**config.mk**
```make
export PLATFORM = sky130hd
export DESIGN_NAME = dpmh_port_ctrl
export DESIGN_NICKNAME = d
export VERILOG_FILES = /design/src/rtl/dpmh_pkg.sv /design/src/rtl/dpmh_port_ctrl.sv
export SDC_FILE = /design/constraint.sdc
export NUM_CORES = 1
export LEC_CHECK = 0
export ABC_AREA = 1
export BUFFER_PORTS_ARGS = -buffer_cell sky130_fd_sc_hd__buf_2
export CELL_PAD_IN_SITES_DETAIL_PLACEMENT = 2
export CELL_PAD_IN_SITES_GLOBAL_PLACEMENT = 2
export CORE_MARGIN = 3
export CORE_UTILIZATION = 32
export CTS_BUF_LIST = sky130_fd_sc_hd__clkbuf_2
export DETAILED_ROUTE_END_ITERATION = 6
export HOLD_SLACK_MARGIN = 0.12
export PLACE_DENSITY = 0.83
export SLEW_MARGIN = 10
export SYNTH_ARGS = -nofsm -noshare
export SYNTH_HDL_FRONTEND = slang
export SYNTH_SLANG_ARGS = --single-unit
```
**constraint.sdc**
```tcl
create_clock -name sys_clk_i -period 3.5 [get_ports sys_clk_i]
set_clock_uncertainty 0.05 [all_clocks]
set_input_delay 1.05 -clock sys_clk_i [delete_from_list [all_inputs] [get_ports sys_clk_i]]
set_output_delay 1.05 -clock sys_clk_i [all_outputs]
set_load 0.01 [all_outputs]
```
**src/rtl/dpmh_pkg.sv**
```systemverilog
// package for the two-port mailbox/semaphore port controller
// assumes one 250 MHz clock; device pins are sampled as synchronous inputs
package dpmh_pkg;

  // ----------------------------------------------------------------
  // clock and timing
  // ----------------------------------------------------------------
  localparam int CLK_NS     = 4;    // period of sys_clk_i
  localparam int T_APS_NS   = 5;    // arbitration set-up before a strobe
  localparam int T_WH_NS    = 25;   // write hold after contention clears
  localparam int APS_CYC    = (T_APS_NS + CLK_NS - 1) / CLK_NS;
  localparam int WH_CYC     = (T_WH_NS + CLK_NS - 1) / CLK_NS;
  localparam int INIT_LIMIT = 20;   // cycles within which mailbox init starts

  // ----------------------------------------------------------------
  // address map of the device
  // ----------------------------------------------------------------
  localparam int          ADDR_W       = 13;
  localparam int          DATA_W       = 8;
  localparam logic [12:0] MBX_LEFT_ADR = 13'h1FFE;  // left reads, right writes
  localparam logic [12:0] MBX_RIGHT_ADR = 13'h1FFF; // right reads, left writes

  // ----------------------------------------------------------------
  // user command and device pin bundles
  // ----------------------------------------------------------------
  typedef enum logic [1:0] {
    DPMH_OP_READ  = 2'h0,
    DPMH_OP_WRITE = 2'h1,
    DPMH_OP_SEMRD = 2'h2,
    DPMH_OP_SEMWR = 2'h3
  } dpmh_op_t;

  typedef struct packed {
    dpmh_op_t    op;
    logic [12:0] addr;
    logic [7:0]  data;
  } dpmh_cmd_t;

  typedef struct packed {
    logic [12:0] addr;
    logic        mem_sel_n;           // memory array select
    logic        semaphore_select_n;  // semaphore space select
    logic        rw_n;                // low = write
    logic        oe_n;                // output enable
  } dpmh_pins_t;

  localparam dpmh_pins_t PINS_IDLE = '{addr: 13'h0000, mem_sel_n: 1'b1,
                                       semaphore_select_n: 1'b1, rw_n: 1'b1, oe_n: 1'b1};

endpackage

```
**src/rtl/dpmh_port_ctrl.sv**
```systemverilog
// controller for one port of a two-port mailbox/semaphore RAM
// assumes the device pins sit on the same 250 MHz clock domain and that the
// board resolves the two-way data and contention pins from the enables

// Notes on behaviour
// - host clears mailbox flags after power-up
// - host holds contention inputs high normally
// - stacked contention signals combine by AND
// - semaphore access: memory deselected, semaphore selected
module dpmh_port_ctrl
  import dpmh_pkg::*;
#(
  parameter bit LEFT_SIDE = 1'b1,  // which device port this controller drives
  parameter int N_STACK   = 1,     // devices stacked in depth
  parameter int ACCESS_NS = 70     // strobe width covering device access time
) (
  // clock and reset
  input  wire logic               sys_clk_i,
  input  wire logic               sys_rst_i,
  // user command side
  input  wire logic               cmd_valid_i,
  input  wire dpmh_cmd_t          cmd_i,
  output logic                    cmd_ready_o,
  output logic                    rsp_valid_o,
  output logic [7:0]              rsp_data_o,
  output logic                    rsp_contended_o,
  output logic                    init_done_o,
  // mode and write blocking
  input  wire logic               secondary_mode_i,
  input  wire logic               write_block_i,
  // mailbox flag of this port
  input  wire logic               mbx_irq_n_i,
  output logic                    mbx_irq_o,
  // device control pins
  output dpmh_pins_t              pins_o,
  // data bus, two-way
  input  wire logic [7:0]         data_i,
  output logic [7:0]              data_o,
  output logic                    data_oe_n_o,
  // contention pins of all stacked devices, two-way
  input  wire logic [N_STACK-1:0] contention_n_i,
  output logic [N_STACK-1:0]      contention_n_o,
  output logic                    contention_oe_n_o
);

  // ----------------------------------------------------------------
  // elaboration checks and derived counts
  // ----------------------------------------------------------------
  localparam int ACC_CYC = (ACCESS_NS + CLK_NS - 1) / CLK_NS;

  // refused at elaboration: N_STACK outside 1..16, or an access count the 8-bit phase timer cannot hold
  if (N_STACK < 1 || N_STACK > 16) begin : g_bad_stack
    $error("N_STACK out of range");
  end
  if (ACC_CYC < 1 || ACC_CYC > 255) begin : g_bad_access
    $error("ACCESS_NS out of range");
  end

  localparam logic [12:0] MBX_OWN = LEFT_SIDE ? MBX_LEFT_ADR : MBX_RIGHT_ADR;

  typedef enum logic [1:0] {
    DPMH_IDLE   = 2'b00,
    DPMH_SETUP  = 2'b01,
    DPMH_STROBE = 2'b11,
    DPMH_HOLD   = 2'b10
  } dpmh_state_t;

  // ----------------------------------------------------------------
  // state
  // ----------------------------------------------------------------
  dpmh_state_t state;       // access sequencer
  dpmh_cmd_t   cur;         // command in flight
  logic        init_pend;   // mailbox clear still owed after reset
  logic        init_run;    // current access is the internal clear
  logic [7:0]  cnt;         // phase timer
  logic        contended;   // contention seen during this access

  // ----------------------------------------------------------------
  // decode
  // ----------------------------------------------------------------
  wire is_token = cur.op[1];
  wire is_write = cur.op[0];
  // stacked devices each flag the losing port; any low one blocks
  wire busy_any = ~(&contention_n_i);

  assign cmd_ready_o = (state == DPMH_IDLE) && !init_pend;
  assign mbx_irq_o   = ~mbx_irq_n_i;

  // secondary mode: host drives the inhibit pins, high unless blocking
  assign contention_oe_n_o = ~secondary_mode_i;
  assign contention_n_o    = {N_STACK{~write_block_i}};

  // ----------------------------------------------------------------
  // access sequencer
  // ----------------------------------------------------------------
  always_ff @(posedge sys_clk_i) begin
    if (sys_rst_i) begin
      state           <= DPMH_IDLE;
      cur             <= '{op: DPMH_OP_READ, addr: 13'h0000, data: 8'h00};
      init_pend       <= 1'b1;
      init_run        <= 1'b0;
      cnt             <= 8'h00;
      contended       <= 1'b0;
      pins_o          <= PINS_IDLE;
      data_o          <= 8'h00;
      data_oe_n_o     <= 1'b1;
      rsp_valid_o     <= 1'b0;
      rsp_data_o      <= 8'h00;
      rsp_contended_o <= 1'b0;
      init_done_o     <= 1'b0;
    end else begin
      rsp_valid_o <= 1'b0;
      unique case (state)
        // wait for the owed mailbox clear, then for user commands
        DPMH_IDLE: begin
          if (init_pend) begin
            // read own mailbox: clears this port's flag to a known state
            cur       <= '{op: DPMH_OP_READ, addr: MBX_OWN, data: 8'h00};
            init_pend <= 1'b0;
            init_run  <= 1'b1;
            state     <= DPMH_SETUP;
            cnt       <= 8'(APS_CYC);
          end else if (cmd_valid_i) begin
            cur      <= cmd_i;
            init_run <= 1'b0;
            state    <= DPMH_SETUP;
            cnt      <= 8'(APS_CYC);
          end
        end
        // address and select settle before any strobe so arbitration resolves
        DPMH_SETUP: begin
          pins_o.addr               <= cur.addr;
          pins_o.mem_sel_n          <= is_token;
          pins_o.semaphore_select_n <= ~is_token;
          contended                 <= 1'b0;
          if (is_write) begin
            // semaphore writes only use bit 0; spread it for a clean bus
            data_o      <= is_token ? {8{cur.data[0]}} : cur.data;
            data_oe_n_o <= 1'b0;
          end
          if (cnt == 8'h00) begin
            state       <= DPMH_STROBE;
            cnt         <= 8'(ACC_CYC);
            pins_o.rw_n <= ~is_write;
            pins_o.oe_n <= is_write;
          end else begin
            cnt <= cnt - 8'h01;
          end
        end
        // strobe; a write under contention is held until it clears plus hold
        DPMH_STROBE: begin
          if (is_write && busy_any) begin
            cnt       <= 8'(WH_CYC);
            contended <= 1'b1;
          end else if (cnt == 8'h00) begin
            rsp_data_o  <= data_i;
            pins_o.rw_n <= 1'b1;
            pins_o.oe_n <= 1'b1;
            state       <= DPMH_HOLD;
          end else begin
            cnt <= cnt - 8'h01;
          end
          if (!is_write && busy_any) begin
            contended <= 1'b1;
          end
        end
        // drop selects so a repeated semaphore read sees a fresh latch
        DPMH_HOLD: begin
          pins_o.mem_sel_n          <= 1'b1;
          pins_o.semaphore_select_n <= 1'b1;
          data_oe_n_o               <= 1'b1;
          rsp_valid_o               <= !init_run;
          rsp_contended_o           <= contended;
          if (init_run) begin
            init_done_o <= 1'b1;
          end
          state <= DPMH_IDLE;
        end
      endcase
    end
  end

  // ----------------------------------------------------------------
  // checks
  // ----------------------------------------------------------------
  a_token_select_excl: assert property (@(posedge sys_clk_i) disable iff (sys_rst_i)
    !pins_o.semaphore_select_n |-> pins_o.mem_sel_n)
    else $error("semaphore select with memory selected");

  a_init_mbx_read: assert property (@(posedge sys_clk_i)
    $fell(sys_rst_i) |-> ##[1:20] (!pins_o.oe_n && !pins_o.mem_sel_n && pins_o.addr == MBX_OWN))
    else $error("mailbox flag not cleared after reset");

  a_busy_hold_high: assert property (@(posedge sys_clk_i) disable iff (sys_rst_i)
    (secondary_mode_i && !write_block_i) |-> (!contention_oe_n_o && &contention_n_o))
    else $error("contention inputs not held high");

  a_write_held_busy: assert property (@(posedge sys_clk_i) disable iff (sys_rst_i)
    (state == DPMH_STROBE && is_write && !contention_n_i[N_STACK-1]) |=> !pins_o.rw_n [*2])
    else $error("write strobe ended under contention");

  a_mbx_write_hold: assert property (@(posedge sys_clk_i) disable iff (sys_rst_i)
    (state == DPMH_STROBE && is_write && busy_any) ##1 !busy_any |-> !pins_o.rw_n [*7])
    else $error("write hold after contention too short");

  a_token_sel_release: assert property (@(posedge sys_clk_i) disable iff (sys_rst_i)
    (state == DPMH_HOLD) |=> (pins_o.semaphore_select_n && pins_o.oe_n && state == DPMH_IDLE))
    else $error("selects not released after access");

endmodule
```
==> results of run 1 <==
through the flow:
step	setup WS, ps	util, %	hold slack, ps	instance area, um^2	cells
floorplan	1280	-	361	2930	387
global placement	862	38.5	384	3390	560
detailed placement	822	38.5	390	3390	560
CTS	754	40.4	424	3550	576
global route	630	40.4	456	3550	576
finish	819	40.4	418	3550	576
routing by layer:
layer  track usage [%]  wire length, um
met1              22.7             4130
met2              29.8             4220
met3              3.79              404
met4              5.21               78
met5                 0               13
power groups by stage:
stage	sequential (uW)	combinational, uW	clock, uW
3_5_place_dp	1160	1120	0
2_1_floorplan	1180	737	0
6_report	1150	1110	628
5_1_grt	1180	1300	679
4_1_cts	1150	1130	653
3_3_place_gp	1160	1060	0
state kept, by name, indices dropped and copies added, names as in the netlist, 2 cells and up:
signal,flops
data_o,8
pins_o,17
cur,23
state,2
rsp_data_o,8
cnt,8
cells by family after synthesis:
group / synth area share (%)
fa+ha+maj: 2.56
flops: 49.9
buf+inv: 7.56
compound gates: 17.3
simple gates: 22.6
layout make-up:
cell class	count	share of cell area, %
inverter	40	4.22
clock inverter	6	3.24
clock buffer	10	1.41
timing repair buffer	79	11.2
tap	108	3.80
multi-input combinational	260	35.0
sequential	73	41.1
final timing paths:
path                  from  depth (start not counted)           to
setup / recovery  state[0]                          5  cmd_ready_o
hold reg to reg   init_run                          1  rsp_valid_o
setup reg to reg  state[1]                          9    pins_o[0]
hold / removal    init_run                          1  rsp_valid_o
Yosys cell counts:
cell type	n	area [um^2]
clkbuf_1	5	18.8
o221a_2	7	78.8
a211oi_1	1	7.51
inv_1	39	146
nand4_1	1	6.26
nor2_1	60	225
nor3_1	2	10.0
nand2_1	82	308
a21oi_1	37	185
o211ai_1	1	7.51
buf_2	6	30.0
a21oi_2	2	17.5
nand3b_1	2	15.0
inv_2	1	3.75
ha_1	6	75.1
buf_6	1	11.3
nand3_1	10	50.1
nor2_2	4	25.0
dfxtp_1	73	1460
o21ai_0	42	210
buf_4	1	7.51
nand2_2	2	12.5
nand2_4	1	11.3
buf_1	1	3.75
==> reports/metrics.cfg, run 1 <==
[status]
status = completed

[clocking]
cts_setup_buffers = 0
cts_buffers = 9
clock_latency_ps = 510
clock_tree.root_cell = clkbuf_2
cts_buffer_depth = 2
path_clk_slew_ps = 200
cts_sinks = 73
tritoncts = done
cts-resized-gates = 0
htree_levels = 3
hold_buffers = 0

[critical_path]
worstPathMaxFanout = 5
cp_data_required_time_ps = 2400
worstPathArrival_ps = 1580
cp_top_family = flip-flops
critPathMaxStageDelay_ps = 450
start_kind = flop
cp.buffers_inverters = 3
path_class = reg2out
crit_chain = inv_1, ha_1, inv_1, nor2_1, buf_2
reg2reg_slack_ps = 1050
slowest_stage = dfxtp_1
end_kind = output port
path_common_cell = inv_1

[detailed_routing]
via_per_inst = 4.92
drt-total-wl_um = 8840
ant_nets = 0
first_iter_violations = 97
firstDrtPassIters = 4
drc = 0
vias = 2834
wl_per_cell_um = 15.4

[synthesis]
yosys_warnings = 0
synth_nets = 431
syn_inst = 387
synth.cell_area_um2 = 2930
yosysUniqueCellTypes = 24
syn_avg_cell_area_um2 = 7.57
ys_seq_elements = 73
synth-seq-area-share_pct = 49.9

[timing]
max_freq_ghz = 0.373
tightest_slew_ps = 786
drv_slew = 0
fin_tns_setup_ps = 0
finalSetupViolCount = 0
fin_crit_sh_pct = 76.6
grt_setup_unrepaired = no
hold_viol = 0
min_period_ps = 2680
maxSlewHeadroom_pct = 47.6

[grt]
grt_pass1_vias = 2997
gr-total-overflow = 0
antenna_found_initial = 1
grt_pass1_wl_um = 14400
grt_max_degree = 29
gr-usage-all-layers_pct = 17.7

[pwr]
clkPwrFrac_pct = 21.8
fin_total_pwr_uw = 2880
power.leakage_uw = 0.00171
swShare_pct = 40.6
power_frac_comb_pct = 38.5
ir_worst_vdd_uv = 275
internal-power_uw = 1710
power_frac_seq_pct = 39.7
powerDensity_nw_per_um2 = 811
p_switching_uw = 1170

[floorplan]
rows = 34
die_w_um = 102
die_h_um = 102
io_pins = 79
start_util_pct = 33.2
core-area_um2 = 8810
dieArea_um2 = 10300

[layout]
finalNetCount = 507
drive_gt1_share_pct = 23.9
mostFrequentLayoutCell = nand2_1
multi_input_area_um2 = 1240
n_fill_cell = 1093
areaGrowthSynthToFinish_pct = 21.4
final_cell_mix = 82 x nand2_1, 78 x buf_2, 73 x dfxtp_1, 60 x nor2_1, 42 x o21ai_0
antenna_cells = 0
seq_area_um2 = 1460

[worst_hold_path]
hold_class = reg2reg

[run]
max_cap_violations = 0

[placement]
numPortBuffers = 78
dp_hpwl_um = 6580
gp_congestion = 0.762

Power figures use the tool's default switching activity.
==> inputs of run 2 (changes only) <==
CORE_UTILIZATION = 27   (was 32)
PLACE_DENSITY = 0.75   (was 0.83)
clock period = 2.4 ns   (was 3.5 ns; I/O delays follow)
==> run 2 against run 1 <==
- core utilization shrank 5.4 points
- non-clock buffer count grew 4
- sequential power grew 46%
- global-route usage shrank 2.5 points
- register-to-register slack lost 500 ps
- largest cell class unchanged
==> reports/metrics.cfg, run 2 (synthesized netlist as in run 1, its figures left out) <==
[clocking]
tritoncts = done
htree_levels = 3
clock_latency_ps = 500
cts_setup_buffers = 0
cts_sinks = 73
clock_tree.root_cell = clkbuf_2
cts_buffer_depth = 2
path_clk_slew_ps = 200
cts_buffers = 9

[floorplan]
dieArea_um2 = 12100
rows = 37
io_pins = 79
die_h_um = 110
die_w_um = 110
start_util_pct = 28.1
core-area_um2 = 10400

[placement]
dp_hpwl_um = 6510
gp_congestion = 0.749
placed_cells = 592
dpl_cell_area_um2 = 3450
numPortBuffers = 78

[pwr]
power_frac_comb_pct = 38.9
clkPwrFrac_pct = 21.6
ir_worst_vdd_uv = 441
power.leakage_uw = 0.00173
fin_total_pwr_uw = 4260
power_frac_seq_pct = 39.5
powerDensity_nw_per_um2 = 1170
p_switching_uw = 1710
internal-power_uw = 2550
swShare_pct = 40.2

[detailed_routing]
first_iter_violations = 108
ant_nets = 0
vias = 2803
firstDrtPassIters = 4
via_per_inst = 4.61
drt-total-wl_um = 8790
wl_per_cell_um = 14.5
drc = 0

[critical_path]
worstPathArrival_ps = 1440
worstPathMaxFanout = 5
worstRegToRegCells = 7
cp_data_required_time_ps = 1630
end_kind = output port
start_kind = flop
r2r_start = state[1]
timing.rr.end = data_o[6]
reg2reg_slack_ps = 550
path_class = reg2out

[grt]
grt_pass1_vias = 2940
antenna_found_initial = 0
grt_pass1_wl_um = 14200
grt_max_degree = 53
gr-total-overflow = 0
gr-usage-all-layers_pct = 15.2

[layout]
final_area_um2 = 3640
drive_gt1_share_pct = 25.4
mostFrequentLayoutCell = nand2_1
largest_reg_flops = 23
instances_no_fill = 608
top_register = cur
finalNetCount = 511
areaGrowthSynthToFinish_pct = 24.2
top_regs = cur (23), pins_o (17)
final_cell_mix = 82 x nand2_1, 78 x buf_2, 71 x dfxtp_1, 60 x nor2_1, 42 x o21ai_0
antenna_cells = 0

[worst_hold_path]
hold_class = in2reg
hold_start = contention_n_i
hold_depth = 2
min_to = contended

[timing]
max_freq_ghz = 0.452
tightest_slew_ps = 531
finalSetupViolCount = 0
maxSlewHeadroom_pct = 64.6
hold_viol = 0
worst_hold_slack_ps = 350
fin_crit_sh_pct = 92.2
min_period_ps = 2210
drv_slew = 0

[run]
max_cap_violations = 0

[status]
status = completed

-- run 2: worst max-delay path by stage --
stage / startpoint / end / slack (ps) / cells past startpoint
final: state[1] / cmd_ready_o / 190 / 5
after detailed placement: cmd_valid_i / cur[22] / 420 / 6
after CTS: state[0] / cmd_ready_o / 6 / 5
after global placement: cmd_valid_i / cur[4] / 510 / 6
after floorplan: state[0] / cmd_ready_o / 810 / 4
after global routing: state[1] / cmd_ready_o / -3 / 5
-- run 2: through the flow --
stage | setup slack [ps] | setup TNS (ps) | utilization (%)
5_1_grt | -3.10 | -3.10 | 34.9
6_report | 188 | 0 | 34.9
3_5_place_dp | 419 | 0 | 33.2
3_3_place_gp | 515 | 0 | 33.2
4_1_cts | 6.38 | 0 | 34.8
2_1_floorplan | 811 | 0 | -
-- run 2: critical path: stages, from the launching register on --
cell     delay, ps
dfxtp_2        380
inv_1          110
ha_4           180
inv_1           50
nor2_1          80
buf_2          130
-- run 2: layout make-up --
cell class / instances / area [um^2]
Sequential cell: 73 / 1470
Fill cell: 1244 / 6780
Tap cell: 136 / 170
Inverter: 40 / 150
Clock buffer: 10 / 50.0
Timing Repair Buffer: 83 / 428
Clock inverter: 6 / 115
Multi-Input combinational cell: 260 / 1260
-- run 2: what timing repair did --
| action | CTS | global route |
|---|---|---|
| hold buffers | 0 | 0 |
| endpoints found under the setup margin | 0 | 1 |
| resized for setup | 0 | 6 |
-- run 2: per-layer routing --
layer  part of all wire (%)  routed length (um)  GRT usage, %  vias to the layer above
met5                      0                   0             0                        -
met4                    1.3                 118          5.28                        0
met3                    4.6                 401          3.15                       10
met2                     48                4230          25.9                       59
met1                     46                4040          19.0                     1333
li1                       -                   -             -                     1401
-- run 2: power groups by stage --
stage               registers [uW]  clock network, uW  logic [uW]
floorplan                     1720                  0        1080
global placement              1690                  0        1580
detailed placement            1700                  0        1660
CTS                           1680                952        1680
global route                  1720               1010        1940
finish                        1680                920        1660
